File: src/ptid_pkg.sv
/*
 Constants shared by the target image decoder: register offsets,
 field positions, encodings, synchroniser slots and the mask helper.
 Assumes a 32-bit register port addressed by byte offset.
*/
package ptid_pkg;

	// Register byte offsets
	localparam int PTID_ADDR_W = 12;
	localparam logic [11:0] PTID_OFF_IMG1_CTL = 12'h110;
	localparam logic [11:0] PTID_OFF_IMG1_ADD = 12'h114;
	localparam logic [11:0] PTID_OFF_ROM_CTL = 12'h13C;

	// Upper address lines that are compared and translated
	localparam int PTID_UP_LSB = 16;
	localparam int PTID_UP_W = 16;

	// Image 1 control field positions
	localparam int CTL_EN_BIT = 31;
	localparam int CTL_BS_LSB = 24;
	localparam int CTL_PREFETCH_READS_ON_BIT = 23;
	localparam int CTL_BURST_BIT = 22;
	localparam int CTL_FLIP_BIT = 20;
	localparam int CTL_TC_LSB = 12;
	localparam int CTL_DW_LSB = 10;
	localparam int CTL_POSTED_WRITE_ALLOW_BIT = 7;
	localparam int CTL_SPACE_BIT = 6;

	// Image 1 address field positions
	localparam int ADD_BA_LSB = 16;
	localparam int ADD_TA_LSB = 0;

	// Expansion ROM control field positions
	localparam int ROM_DW_LSB = 24;
	localparam int ROM_BS_LSB = 20;
	localparam int ROM_TC_LSB = 16;
	localparam int ROM_TA_LSB = 0;

	// Field widths
	localparam int BS_W = 4;
	localparam int ROM_BS_W = 3;
	localparam int TC_W = 4;
	localparam int DW_W = 2;

	// Destination width encodings
	localparam logic [1:0] DW_32BIT = 2'h0;
	localparam logic [1:0] DW_8BIT = 2'h1;
	localparam logic [1:0] DW_16BIT = 2'h2;
	localparam logic [1:0] DW_RESERVED = 2'h3;

	// Address space encodings
	localparam logic SPACE_MEM = 1'b0;
	localparam logic SPACE_IO = 1'b1;

	// Pin synchroniser slots
	localparam int SYNC_PCI_RST_N = 0;
	localparam int SYNC_HOLD = 1;
	localparam int SYNC_EEPROM_LOAD_STRAP = 2;
	localparam int SYNC_SDA = 3;
	localparam int SYNC_W = 4;

	// Transaction hold states
	typedef enum logic [1:0] {TXN_IDLE, TXN_IMG, TXN_ROM} ptid_txn_t;

	// Compared lines: bit i stands for line 16+i, compared when i >= code
	function automatic logic [15:0] ptid_cmp_mask(input logic [3:0] code);
		ptid_cmp_mask = 16'hFFFF << code;
	endfunction

endpackage

File: src/ptid_match.sv
/*
 Window compare and upper-line substitution for one decode image.
 Assumes the size code is already zero-extended to four bits.
*/
module ptid_match
(
	input wire logic [3:0] size_code_in,
	input wire logic [15:0] base_in,
	input wire logic [15:0] subst_in,
	input wire logic [31:0] addr_in,
	output logic hit_out,
	output logic [31:0] addr_out
);

	logic [15:0] mask; // Lines taking part in the compare
	logic [15:0] upper; // Incoming upper lines

	// Purely combinational; the caller registers the results
	always_comb
	begin
		mask = ptid_pkg::ptid_cmp_mask(size_code_in);
		upper = addr_in[ptid_pkg::PTID_UP_LSB +: ptid_pkg::PTID_UP_W];
		hit_out = (((upper ^ base_in) & mask) == 16'h0000);
		// Compared lines replaced, lower lines passed through
		addr_out = {(subst_in & mask) | (upper & ~mask),
			addr_in[ptid_pkg::PTID_UP_LSB-1:0]};
	end

endmodule

File: src/ptid_decode.sv
/*
 Decode and translation for PCI target image 1 and the expansion ROM
 image, with their control and address registers.
 Assumes an EEPROM loader on the same clock that pulses its done strobe
 after the PCI reset ends, a configuration block that supplies the
 image 1 and ROM base registers, and PCI phase strobes on this clock.
*/
module ptid_decode
(
	input wire logic core_clk_in,
	input wire logic rst_n_in,
	// Pins, asynchronous to the core clock
	input wire logic pci_rst_n_in,
	input wire logic host_config_hold_strap_in,
	input wire logic eeprom_load_strap_in,
	input wire logic eeprom_sda_in,
	// EEPROM loader results
	input wire logic ee_load_done_in,
	input wire logic ee_byte5_bit7_in,
	input wire logic ee_byte9_bit7_in,
	input wire logic [3:0] ee_window_size_code_in,
	input wire logic [31:0] ee_rom_ctl_in,
	// Configuration space
	input wire logic [15:0] img1_cfg_base_in,
	input wire logic img1_cfg_space_in,
	input wire logic [15:0] rom_base_in,
	input wire logic rom_decode_on_in,
	// Global byte order
	input wire logic local_byte_order_setting_in,
	// Register port
	input wire logic [11:0] reg_addr_in,
	input wire logic reg_wr_in,
	input wire logic reg_rd_in,
	input wire logic [31:0] reg_wdata_in,
	output logic [31:0] reg_rdata_out,
	output logic img1_cfg_base_on_out,
	// PCI target side
	input wire logic pci_addr_phase_in,
	input wire logic [31:0] pci_addr_in,
	input wire logic pci_io_cmd_in,
	input wire logic pci_write_in,
	input wire logic pci_txn_end_in,
	// Decode results, held for the transaction
	output logic img_hit_out,
	output logic rom_hit_out,
	output logic [31:0] local_addr_out,
	output logic [3:0] user_cycle_code_out,
	output logic [1:0] destination_width_out,
	output logic byte_order_out,
	output logic prefetch_ok_out,
	output logic burst_write_ok_out,
	output logic posted_write_ok_out
);

	// Pin synchroniser stages and filtered values
	logic [3:0] sync1_reg; // First stage, read only by the second
	logic [3:0] sync2_reg;
	logic [3:0] sync3_reg;
	logic [3:0] pin_reg; // Value once stages two and three agree
	logic pci_rst_act; // PCI bus reset held

	// Straps caught while the PCI reset is held
	logic hold_strap_reg;
	logic eeprom_load_strap_reg;
	logic sda_reg;

	// EEPROM preload status
	logic img1_loaded_reg; // Size came from EEPROM, space from the config base
	logic rom_loaded_reg; // ROM control came from EEPROM

	// Image 1 control fields
	logic image_on_reg;
	logic [3:0] window_size_code_reg;
	logic prefetch_reads_on_reg;
	logic burst_write_allow_reg;
	logic flip_byte_order_reg;
	logic [3:0] user_cycle_code_reg;
	logic [1:0] destination_width_reg;
	logic posted_write_allow_reg;
	logic target_space_select_reg;

	// Image 1 address fields
	logic [15:0] match_bits_reg;
	logic [15:0] substitute_bits_reg;

	// Expansion ROM control fields
	logic [1:0] rom_width_reg;
	logic [2:0] rom_size_reg;
	logic [3:0] rom_code_reg;
	logic [15:0] rom_subst_reg;

	// Effective values after mirroring
	logic size_space_wr_ok; // Size and space may be written
	logic match_mirror; // Match bits follow the config base
	logic [15:0] match_eff;
	logic space_eff;
	logic rom_load_ok;

	// Write strobes
	logic wr_ctl;
	logic wr_add;
	logic wr_rom;

	// Compare results
	logic img_match;
	logic rom_match;
	logic [31:0] img_addr;
	logic [31:0] rom_addr;
	logic img_claim;
	logic rom_claim;

	// Transaction hold
	ptid_pkg::ptid_txn_t txn_reg;

	// Three-stage pin synchroniser; a change passes once stages agree
	always_ff @(posedge core_clk_in or negedge rst_n_in)
	begin
		if (!rst_n_in)
		begin
			sync1_reg <= 4'h0;
			sync2_reg <= 4'h0;
			sync3_reg <= 4'h0;
			pin_reg <= 4'h0;
		end
		else
		begin
			sync1_reg <= {eeprom_sda_in, eeprom_load_strap_in,
				host_config_hold_strap_in, pci_rst_n_in};
			sync2_reg <= sync1_reg;
			sync3_reg <= sync2_reg;
			// Bits that disagree keep their last settled value
			pin_reg <= (sync2_reg & ~(sync2_reg ^ sync3_reg))
				| (pin_reg & (sync2_reg ^ sync3_reg));
		end
	end

	// Reset reads as active until the pin settles high
	assign pci_rst_act = ~pin_reg[ptid_pkg::SYNC_PCI_RST_N];

	// Straps track the pins during PCI reset and freeze at release
	always_ff @(posedge core_clk_in or negedge rst_n_in)
	begin
		if (!rst_n_in)
		begin
			hold_strap_reg <= 1'b0;
			eeprom_load_strap_reg <= 1'b0;
			sda_reg <= 1'b0;
		end
		else if (pci_rst_act)
		begin
			hold_strap_reg <= pin_reg[ptid_pkg::SYNC_HOLD];
			eeprom_load_strap_reg <= pin_reg[ptid_pkg::SYNC_EEPROM_LOAD_STRAP];
			sda_reg <= pin_reg[ptid_pkg::SYNC_SDA];
		end
	end

	// Mirror and write-permission decisions
	assign size_space_wr_ok = ~img1_loaded_reg | hold_strap_reg;
	assign match_mirror = img1_loaded_reg | hold_strap_reg;
	assign match_eff = match_mirror ? img1_cfg_base_in : match_bits_reg;
	// Loaded space bit follows the config base unless strap overrides
	assign space_eff = (img1_loaded_reg & ~hold_strap_reg)
		? img1_cfg_space_in : target_space_select_reg;
	assign img1_cfg_base_on_out = match_mirror;
	assign rom_load_ok = (sda_reg | eeprom_load_strap_reg) & ee_byte5_bit7_in;

	// Register write strobes
	assign wr_ctl = reg_wr_in && (reg_addr_in == ptid_pkg::PTID_OFF_IMG1_CTL);
	assign wr_add = reg_wr_in && (reg_addr_in == ptid_pkg::PTID_OFF_IMG1_ADD);
	assign wr_rom = reg_wr_in && (reg_addr_in == ptid_pkg::PTID_OFF_ROM_CTL);

	// Preload status: cleared by PCI reset, set by the loader strobe
	always_ff @(posedge core_clk_in or negedge rst_n_in)
	begin
		if (!rst_n_in)
		begin
			img1_loaded_reg <= 1'b0;
			rom_loaded_reg <= 1'b0;
		end
		else if (pci_rst_act)
		begin
			img1_loaded_reg <= 1'b0;
			rom_loaded_reg <= 1'b0;
		end
		else if (ee_load_done_in)
		begin
			img1_loaded_reg <= ee_byte9_bit7_in;
			rom_loaded_reg <= rom_load_ok;
		end
	end

	// General-reset control fields of image 1
	always_ff @(posedge core_clk_in or negedge rst_n_in)
	begin
		if (!rst_n_in)
		begin
			image_on_reg <= 1'b0;
			prefetch_reads_on_reg <= 1'b0;
			burst_write_allow_reg <= 1'b0;
			flip_byte_order_reg <= 1'b0;
			user_cycle_code_reg <= 4'h0;
			destination_width_reg <= ptid_pkg::DW_32BIT;
			posted_write_allow_reg <= 1'b0;
		end
		else if (wr_ctl)
		begin
			image_on_reg <= reg_wdata_in[ptid_pkg::CTL_EN_BIT];
			prefetch_reads_on_reg <= reg_wdata_in[ptid_pkg::CTL_PREFETCH_READS_ON_BIT];
			burst_write_allow_reg <= reg_wdata_in[ptid_pkg::CTL_BURST_BIT];
			flip_byte_order_reg <= reg_wdata_in[ptid_pkg::CTL_FLIP_BIT];
			user_cycle_code_reg <=
				reg_wdata_in[ptid_pkg::CTL_TC_LSB +: ptid_pkg::TC_W];
			// Reserved code 11b is stored as written; software avoids it
			destination_width_reg <=
				reg_wdata_in[ptid_pkg::CTL_DW_LSB +: ptid_pkg::DW_W];
			posted_write_allow_reg <= reg_wdata_in[ptid_pkg::CTL_POSTED_WRITE_ALLOW_BIT];
		end
	end

	// PCI-reset size and space fields, preloadable from EEPROM
	always_ff @(posedge core_clk_in or negedge rst_n_in)
	begin
		if (!rst_n_in)
		begin
			window_size_code_reg <= 4'h0;
			target_space_select_reg <= ptid_pkg::SPACE_MEM;
		end
		else if (pci_rst_act)
		begin
			window_size_code_reg <= 4'h0;
			target_space_select_reg <= ptid_pkg::SPACE_MEM;
		end
		else if (ee_load_done_in && ee_byte9_bit7_in)
		begin
			// Size comes from EEPROM; space is copied from the config base and stored
			window_size_code_reg <= ee_window_size_code_in;
			target_space_select_reg <= img1_cfg_space_in;
		end
		else if (wr_ctl && size_space_wr_ok)
		begin
			window_size_code_reg <=
				reg_wdata_in[ptid_pkg::CTL_BS_LSB +: ptid_pkg::BS_W];
			target_space_select_reg <= reg_wdata_in[ptid_pkg::CTL_SPACE_BIT];
		end
	end

	// Match bits: PCI reset clears, writes only when not mirrored
	always_ff @(posedge core_clk_in or negedge rst_n_in)
	begin
		if (!rst_n_in)
			match_bits_reg <= 16'h0000;
		else if (pci_rst_act)
			match_bits_reg <= 16'h0000;
		else if (wr_add && !match_mirror)
			match_bits_reg <=
				reg_wdata_in[ptid_pkg::ADD_BA_LSB +: ptid_pkg::PTID_UP_W];
	end

	// Substitute bits: general reset only, EEPROM has no say
	always_ff @(posedge core_clk_in or negedge rst_n_in)
	begin
		if (!rst_n_in)
			substitute_bits_reg <= 16'h0000;
		else if (wr_add)
			substitute_bits_reg <=
				reg_wdata_in[ptid_pkg::ADD_TA_LSB +: ptid_pkg::PTID_UP_W];
	end

	// Expansion ROM control: zero and locked unless EEPROM loaded it
	always_ff @(posedge core_clk_in or negedge rst_n_in)
	begin
		if (!rst_n_in)
		begin
			rom_width_reg <= ptid_pkg::DW_32BIT;
			rom_size_reg <= 3'h0;
			rom_code_reg <= 4'h0;
			rom_subst_reg <= 16'h0000;
		end
		else if (pci_rst_act)
		begin
			rom_width_reg <= ptid_pkg::DW_32BIT;
			rom_size_reg <= 3'h0;
			rom_code_reg <= 4'h0;
			rom_subst_reg <= 16'h0000;
		end
		else if (ee_load_done_in && rom_load_ok)
		begin
			rom_width_reg <= ee_rom_ctl_in[ptid_pkg::ROM_DW_LSB +: ptid_pkg::DW_W];
			rom_size_reg <=
				ee_rom_ctl_in[ptid_pkg::ROM_BS_LSB +: ptid_pkg::ROM_BS_W];
			rom_code_reg <= ee_rom_ctl_in[ptid_pkg::ROM_TC_LSB +: ptid_pkg::TC_W];
			rom_subst_reg <=
				ee_rom_ctl_in[ptid_pkg::ROM_TA_LSB +: ptid_pkg::PTID_UP_W];
		end
		else if (wr_rom && rom_loaded_reg)
		begin
			// Writes are ignored while the register stays unloaded
			rom_width_reg <= reg_wdata_in[ptid_pkg::ROM_DW_LSB +: ptid_pkg::DW_W];
			rom_size_reg <=
				reg_wdata_in[ptid_pkg::ROM_BS_LSB +: ptid_pkg::ROM_BS_W];
			rom_code_reg <= reg_wdata_in[ptid_pkg::ROM_TC_LSB +: ptid_pkg::TC_W];
			rom_subst_reg <=
				reg_wdata_in[ptid_pkg::ROM_TA_LSB +: ptid_pkg::PTID_UP_W];
		end
	end

	// Registered read port; unmapped offsets return zero
	always_ff @(posedge core_clk_in or negedge rst_n_in)
	begin
		if (!rst_n_in)
			reg_rdata_out <= 32'h0000_0000;
		else if (reg_rd_in)
		begin
			reg_rdata_out <= 32'h0000_0000;
			case (reg_addr_in)
				ptid_pkg::PTID_OFF_IMG1_CTL:
				begin
					reg_rdata_out[ptid_pkg::CTL_EN_BIT] <= image_on_reg;
					reg_rdata_out[ptid_pkg::CTL_BS_LSB +: ptid_pkg::BS_W] <=
						window_size_code_reg;
					reg_rdata_out[ptid_pkg::CTL_PREFETCH_READS_ON_BIT] <= prefetch_reads_on_reg;
					reg_rdata_out[ptid_pkg::CTL_BURST_BIT] <= burst_write_allow_reg;
					reg_rdata_out[ptid_pkg::CTL_FLIP_BIT] <= flip_byte_order_reg;
					reg_rdata_out[ptid_pkg::CTL_TC_LSB +: ptid_pkg::TC_W] <=
						user_cycle_code_reg;
					reg_rdata_out[ptid_pkg::CTL_DW_LSB +: ptid_pkg::DW_W] <=
						destination_width_reg;
					reg_rdata_out[ptid_pkg::CTL_POSTED_WRITE_ALLOW_BIT] <= posted_write_allow_reg;
					reg_rdata_out[ptid_pkg::CTL_SPACE_BIT] <= space_eff;
				end
				ptid_pkg::PTID_OFF_IMG1_ADD:
				begin
					reg_rdata_out[ptid_pkg::ADD_BA_LSB +: ptid_pkg::PTID_UP_W] <=
						match_eff;
					reg_rdata_out[ptid_pkg::ADD_TA_LSB +: ptid_pkg::PTID_UP_W] <=
						substitute_bits_reg;
				end
				ptid_pkg::PTID_OFF_ROM_CTL:
				begin
					reg_rdata_out[ptid_pkg::ROM_DW_LSB +: ptid_pkg::DW_W] <=
						rom_width_reg;
					reg_rdata_out[ptid_pkg::ROM_BS_LSB +: ptid_pkg::ROM_BS_W] <=
						rom_size_reg;
					reg_rdata_out[ptid_pkg::ROM_TC_LSB +: ptid_pkg::TC_W] <=
						rom_code_reg;
					reg_rdata_out[ptid_pkg::ROM_TA_LSB +: ptid_pkg::PTID_UP_W] <=
						rom_subst_reg;
				end
				default:
					reg_rdata_out <= 32'h0000_0000;
			endcase
		end
	end

	// Image 1 window compare and translation
	ptid_match u_img_match
	(
		.size_code_in(window_size_code_reg),
		.base_in(match_eff),
		.subst_in(substitute_bits_reg),
		.addr_in(pci_addr_in),
		.hit_out(img_match),
		.addr_out(img_addr)
	);

	// ROM window compare: three-bit code, 64 Kbyte to 8 Mbyte
	ptid_match u_rom_match
	(
		.size_code_in({1'b0, rom_size_reg}),
		.base_in(rom_base_in),
		.subst_in(rom_subst_reg),
		.addr_in(pci_addr_in),
		.hit_out(rom_match),
		.addr_out(rom_addr)
	);

	// Claim decisions; image 1 wins if both windows overlap
	assign img_claim = image_on_reg && (pci_io_cmd_in == space_eff)
		&& img_match;
	assign rom_claim = rom_decode_on_in && !pci_io_cmd_in && rom_match
		&& !img_claim;

	// Transaction state: claimed at address phase, held until end
	always_ff @(posedge core_clk_in or negedge rst_n_in)
	begin
		if (!rst_n_in)
			txn_reg <= ptid_pkg::TXN_IDLE;
		else
		begin
			case (txn_reg)
				ptid_pkg::TXN_IDLE:
					if (pci_addr_phase_in && img_claim)
						txn_reg <= ptid_pkg::TXN_IMG;
					else if (pci_addr_phase_in && rom_claim)
						txn_reg <= ptid_pkg::TXN_ROM;
				ptid_pkg::TXN_IMG, ptid_pkg::TXN_ROM:
					if (pci_txn_end_in)
						txn_reg <= ptid_pkg::TXN_IDLE;
				default:
					txn_reg <= ptid_pkg::TXN_IDLE;
			endcase
		end
	end

	// Attribute capture; a later register write leaves the transfer alone
	always_ff @(posedge core_clk_in or negedge rst_n_in)
	begin
		if (!rst_n_in)
		begin
			local_addr_out <= 32'h0000_0000;
			user_cycle_code_out <= 4'h0;
			destination_width_out <= ptid_pkg::DW_32BIT;
			byte_order_out <= 1'b0;
			prefetch_ok_out <= 1'b0;
			burst_write_ok_out <= 1'b0;
			posted_write_ok_out <= 1'b0;
		end
		else if (txn_reg == ptid_pkg::TXN_IDLE && pci_addr_phase_in)
		begin
			if (img_claim)
			begin
				local_addr_out <= img_addr;
				user_cycle_code_out <= user_cycle_code_reg;
				destination_width_out <= destination_width_reg;
				byte_order_out <= local_byte_order_setting_in
					^ flip_byte_order_reg;
				prefetch_ok_out <= prefetch_reads_on_reg && !pci_write_in;
				burst_write_ok_out <= burst_write_allow_reg && pci_write_in;
				// I/O space writes are never posted
				posted_write_ok_out <= posted_write_allow_reg && pci_write_in
					&& (space_eff == ptid_pkg::SPACE_MEM);
			end
			else if (rom_claim)
			begin
				local_addr_out <= rom_addr;
				user_cycle_code_out <= rom_code_reg;
				destination_width_out <= rom_width_reg;
				byte_order_out <= local_byte_order_setting_in;
				prefetch_ok_out <= 1'b0;
				burst_write_ok_out <= 1'b0;
				posted_write_ok_out <= 1'b0;
			end
		end
	end

	// Hit levels follow the hold state; space bit picks the command type
	assign img_hit_out = (txn_reg == ptid_pkg::TXN_IMG);
	assign rom_hit_out = (txn_reg == ptid_pkg::TXN_ROM);

endmodule

File: config.mk
export PLATFORM = sky130hd
export DESIGN_NAME = ptid_decode
export DESIGN_NICKNAME = d
export VERILOG_FILES = /design/src/ptid_pkg.sv /design/src/ptid_match.sv /design/src/ptid_decode.sv
export SDC_FILE = /design/constraint.sdc
export NUM_CORES = 1
export LEC_CHECK = 0
export BUFFER_PORTS_ARGS = -buffer_cell sky130_fd_sc_hd__buf_2
export CORE_UTILIZATION = 35
export DETAILED_ROUTE_END_ITERATION = 16
export GPL_TIMING_DRIVEN = 0
export SETUP_SLACK_MARGIN = 0.1
export SYNTH_ARGS = -nofsm -noshare
export SYNTH_HDL_FRONTEND = slang
export SYNTH_SLANG_ARGS = --single-unit
File: constraint.sdc
create_clock -name core_clk_in -period 3.35 [get_ports core_clk_in]
set_input_delay 0.335 -clock core_clk_in [delete_from_list [all_inputs] [get_ports core_clk_in]]
set_output_delay 0.335 -clock core_clk_in [all_outputs]
set_load 0.1 [all_outputs]
==> reports/metrics.csv <==
metric;value;unit
outcome;completed;
synth_seq_area_share;48.2;%
num-fill-cells;2377;
worst_path_slowest_cell;sky130_fd_sc_hd__or4_4;
timing.hold.worst.class;input port to register;
setup_tns;0;ns
fp.dieArea;25900;sq um
post_synth_num_cell_types;64;
drtPass1Iterations;6;
synth_top_cell_area_share;48.2;%
synth_enable_flop_cells;0;
post-synth-top-area-cell;sky130_fd_sc_hd__dfrtp_1;
final_cell_area;11400;sq um
insertion_delay;0.43;ns
grt_antenna_before_repair;0;
grt_first_pass_wirelength;44.4;mm
syn_inst;795;
yosys_warnings;0;
first_iter_violations;639;
final_net_count;1231;
worst-endpoint-required;3.67;ns
flow.area_growth_from_synthesis;28.8;%
insertedDiodeCount;0;
hold_viol;0;
routabilityCongestion;0.921;
multi_input_comb_area;4390;sq um
route.vias.total;7278;
finish.utilization;46.4;%
cp_data_arrival_time;3.53;ns
layout_common_cells;sky130_fd_sc_hd__buf_2 (231), sky130_fd_sc_hd__dfrtp_1 (170), sky130_fd_sc_hd__nand2_1 (119), sky130_fd_sc_hd__mux2_2 (88), sky130_fd_sc_hd__o21ai_0 (47);
synth.area.top_cells;sky130_fd_sc_hd__dfrtp_1 (48%), sky130_fd_sc_hd__mux2_2 (11%), sky130_fd_sc_hd__mux2_4 (5.8%), sky130_fd_sc_hd__nand2_1 (5.1%), sky130_fd_sc_hd__o21ai_0 (2.7%);
cts_max_path_buffers;2;
power.ir.vdd_worst;0.000289;V
synthesis.area;8830;sq um
worst-path-max-fanout;6;
maxClockFrequency;311;MHz
top_level_ports;239;
clk_transition_reported_paths;0.07;ns
depth_of_the_cts_h_tree;4;
port_bufs;231;
static-leakage-power;5.53;nW
drc;0;
overflow_left_after_global_routing;0;
slew-limit-headroom;18.5;%
biggestRegsByFlops;local_addr_out x32, reg_rdata_out x32;
worst-slew-pin-transition;1.22;ns
grt_use_total;23.2;%
via_per_inst;5.19;
setup_repair_after_global_routing_missed_its_margin;yes;
rrSetupSlack;0.13;ns
chipHeight;161;um
fp.dieW;161;um
grt_start_max_net_pins;108;
cts_tree;built;
crit_path_frequent_cell;sky130_fd_sc_hd__buf_8;
design.core.area;24500;sq um
sort_of_element_at_the_end_of_the_critical_path;register;
ff_latch_area;4250;sq um
flop_and_latch_count_out_of_synthesis;170;
critPathKind;register to register;
power_per_cell_area;449;nW/um^2
drt-total-wl;29.4;mm
placedInstanceArea;10400;sq um
row_count;57;
crit_path_start_kind;register;
via_count_of_the_first_global_routing_pass;7258;
critical-path-max-stage-delay;0.54;ns
initial_standard_cell_utilization_of_the_core;36.0;%
layout_commonest_cell;sky130_fd_sc_hd__buf_2;
report.power.total;5.11;mW
wirelength_per_cell;21.0;um
synthesis.area_per_instance;11.1;sq um
syn-num-nets;960;
place_hpwl;22.4;mm
ant_nets;0;
number_of_sinks_handled_by_clock_tree_synthesis;170;
post_route_cells_drive_above_1_share;41.3;%
post-route-period-util;96.1;%
finClkSkew;0.0136;ns
async_reset_ff_share;100;%
max_cap_violations;0;
maxSlewViolCount;0;
worstPathCellList;or2_1, buf_8, mux2i_4, xnor2_1, a22o_2, or4_4, buf_8, nor3_4, o21ai_4, buf_12, clkbuf_16, mux2_4;
hold_ws;0.129;ns
cts_root_buffer;sky130_fd_sc_hd__clkbuf_16;
number_of_clock_buffers_inserted_by_tritoncts;17;
report.final.setup_viol;0;
timing.final.crit_period;3.22;ns
synth_flop_cell;sky130_fd_sc_hd__dfrtp_1;
## where the power goes
group / internal [mW] / leakage (nW) / switching (mW)
sequential: 2.14 / 2.27 / 0.0781
clock: 0.969 / 0.241 / 0.860
combinational: 0.398 / 3.02 / 0.656
## cells in the mapped netlist (2+ instances only)
cell type	n
sky130_fd_sc_hd__a2111oi_0	2
sky130_fd_sc_hd__a21boi_0	18
sky130_fd_sc_hd__a21oi_1	12
sky130_fd_sc_hd__a221oi_1	17
sky130_fd_sc_hd__a222oi_1	9
sky130_fd_sc_hd__a22o_1	3
sky130_fd_sc_hd__a2bb2oi_1	6
sky130_fd_sc_hd__and2_1	2
sky130_fd_sc_hd__and3_1	4
sky130_fd_sc_hd__buf_4	2
sky130_fd_sc_hd__buf_6	9
sky130_fd_sc_hd__clkbuf_1	37
sky130_fd_sc_hd__clkbuf_8	2
sky130_fd_sc_hd__dfrtp_1	170
sky130_fd_sc_hd__ha_1	3
sky130_fd_sc_hd__inv_1	11
sky130_fd_sc_hd__maj3_1	4
sky130_fd_sc_hd__mux2_1	4
sky130_fd_sc_hd__mux2_2	88
sky130_fd_sc_hd__mux2_4	34
sky130_fd_sc_hd__mux2i_1	21
sky130_fd_sc_hd__nand2_1	119
sky130_fd_sc_hd__nand2b_1	5
sky130_fd_sc_hd__nand3_1	10
sky130_fd_sc_hd__nand4_1	3
sky130_fd_sc_hd__nor2_1	45
sky130_fd_sc_hd__nor2b_1	3
sky130_fd_sc_hd__nor3_1	9
sky130_fd_sc_hd__nor3b_1	2
sky130_fd_sc_hd__nor4_1	4
sky130_fd_sc_hd__nor4b_1	7
sky130_fd_sc_hd__o2111a_1	2
sky130_fd_sc_hd__o211ai_1	3
sky130_fd_sc_hd__o21a_1	2
sky130_fd_sc_hd__o21ai_0	47
sky130_fd_sc_hd__o2bb2ai_1	13
sky130_fd_sc_hd__or2_2	2
sky130_fd_sc_hd__or3_1	7
sky130_fd_sc_hd__or3b_2	2
sky130_fd_sc_hd__xnor2_1	17
sky130_fd_sc_hd__xor2_1	12
## per-stage QoR
stage	std cells	setup WS [ns]
2_1_floorplan	795	0.175
3_3_place_gp	1350	-0.883
3_5_place_dp	1352	-0.307
4_1_cts	1393	0.0842
5_1_grt	1402	0.0721
6_report	1402	0.132
## worst max-delay path: cells and delay by family, from the launching register on
family	cells	cell delay (ns)
buffers and inverters	4	0.65
muxes	2	0.55
and+or+nand+nor	3	1.04
AOI/OAI and AO/OA	2	0.38
DFF	1	0.37
xor gates and xnor gates	1	0.10
## layout make-up
cell class                 instances  area share (%)
clock buffer                      19            3.89
timing repair buffer             252            12.2
multi-input combinational        562            38.6
inverter                          11           0.363
tap                              324            3.56
sequential                       170            37.4
clock inverter                    12           0.814
buffer                            52            3.17
## path summary, 6_finish.rpt
kind | startpoint | to | cells after the start
worst max-delay path | img1_loaded_reg | local_addr_out[25] | 12
worst max register to register | img1_loaded_reg | local_addr_out[25] | 12
max in group asynchronous | rst_n_in | rom_subst_reg[1] | 3
min in group asynchronous | rst_n_in | sync1_reg[2] | 2
worst min register to register | sync1_reg[2] | sync2_reg[2] | 0
worst min-delay path | pci_addr_in[0] | local_addr_out[0] | 2
## cell families (layout without fill, tap and decap cells)
logic type | after synthesis | after routing | share of synthesized area [%]
xor+xnor | 29 | 29 | 2.88
flops | 170 | 170 | 48.2
fa+ha+maj | 7 | 7 | 0.879
simple gates | 233 | 233 | 12.3
buf+inv | 63 | 346 | 3.77
mux | 147 | 147 | 19.9
compound gates | 146 | 146 | 12.1
## per-layer routing
layer  share of wire (%)  vias to the layer above  GRT usage, %
li1                    -                     3379             -
met1                  44                     3585          31.5
met2                  47                      284          37.2
met3                 7.3                       30          5.35
met4                 2.0                        0          6.22
met5                   0                        -             0
## repair_timing
action,CTS,global route
endpoints found under the setup margin,42,45
resized for setup,19,28
cloned,0,1
pin swaps,4,7
hold endpoints to repair,6,1
setup buffers,6,7
hold buffers,4,1
(Power assumes the default switching activity.)
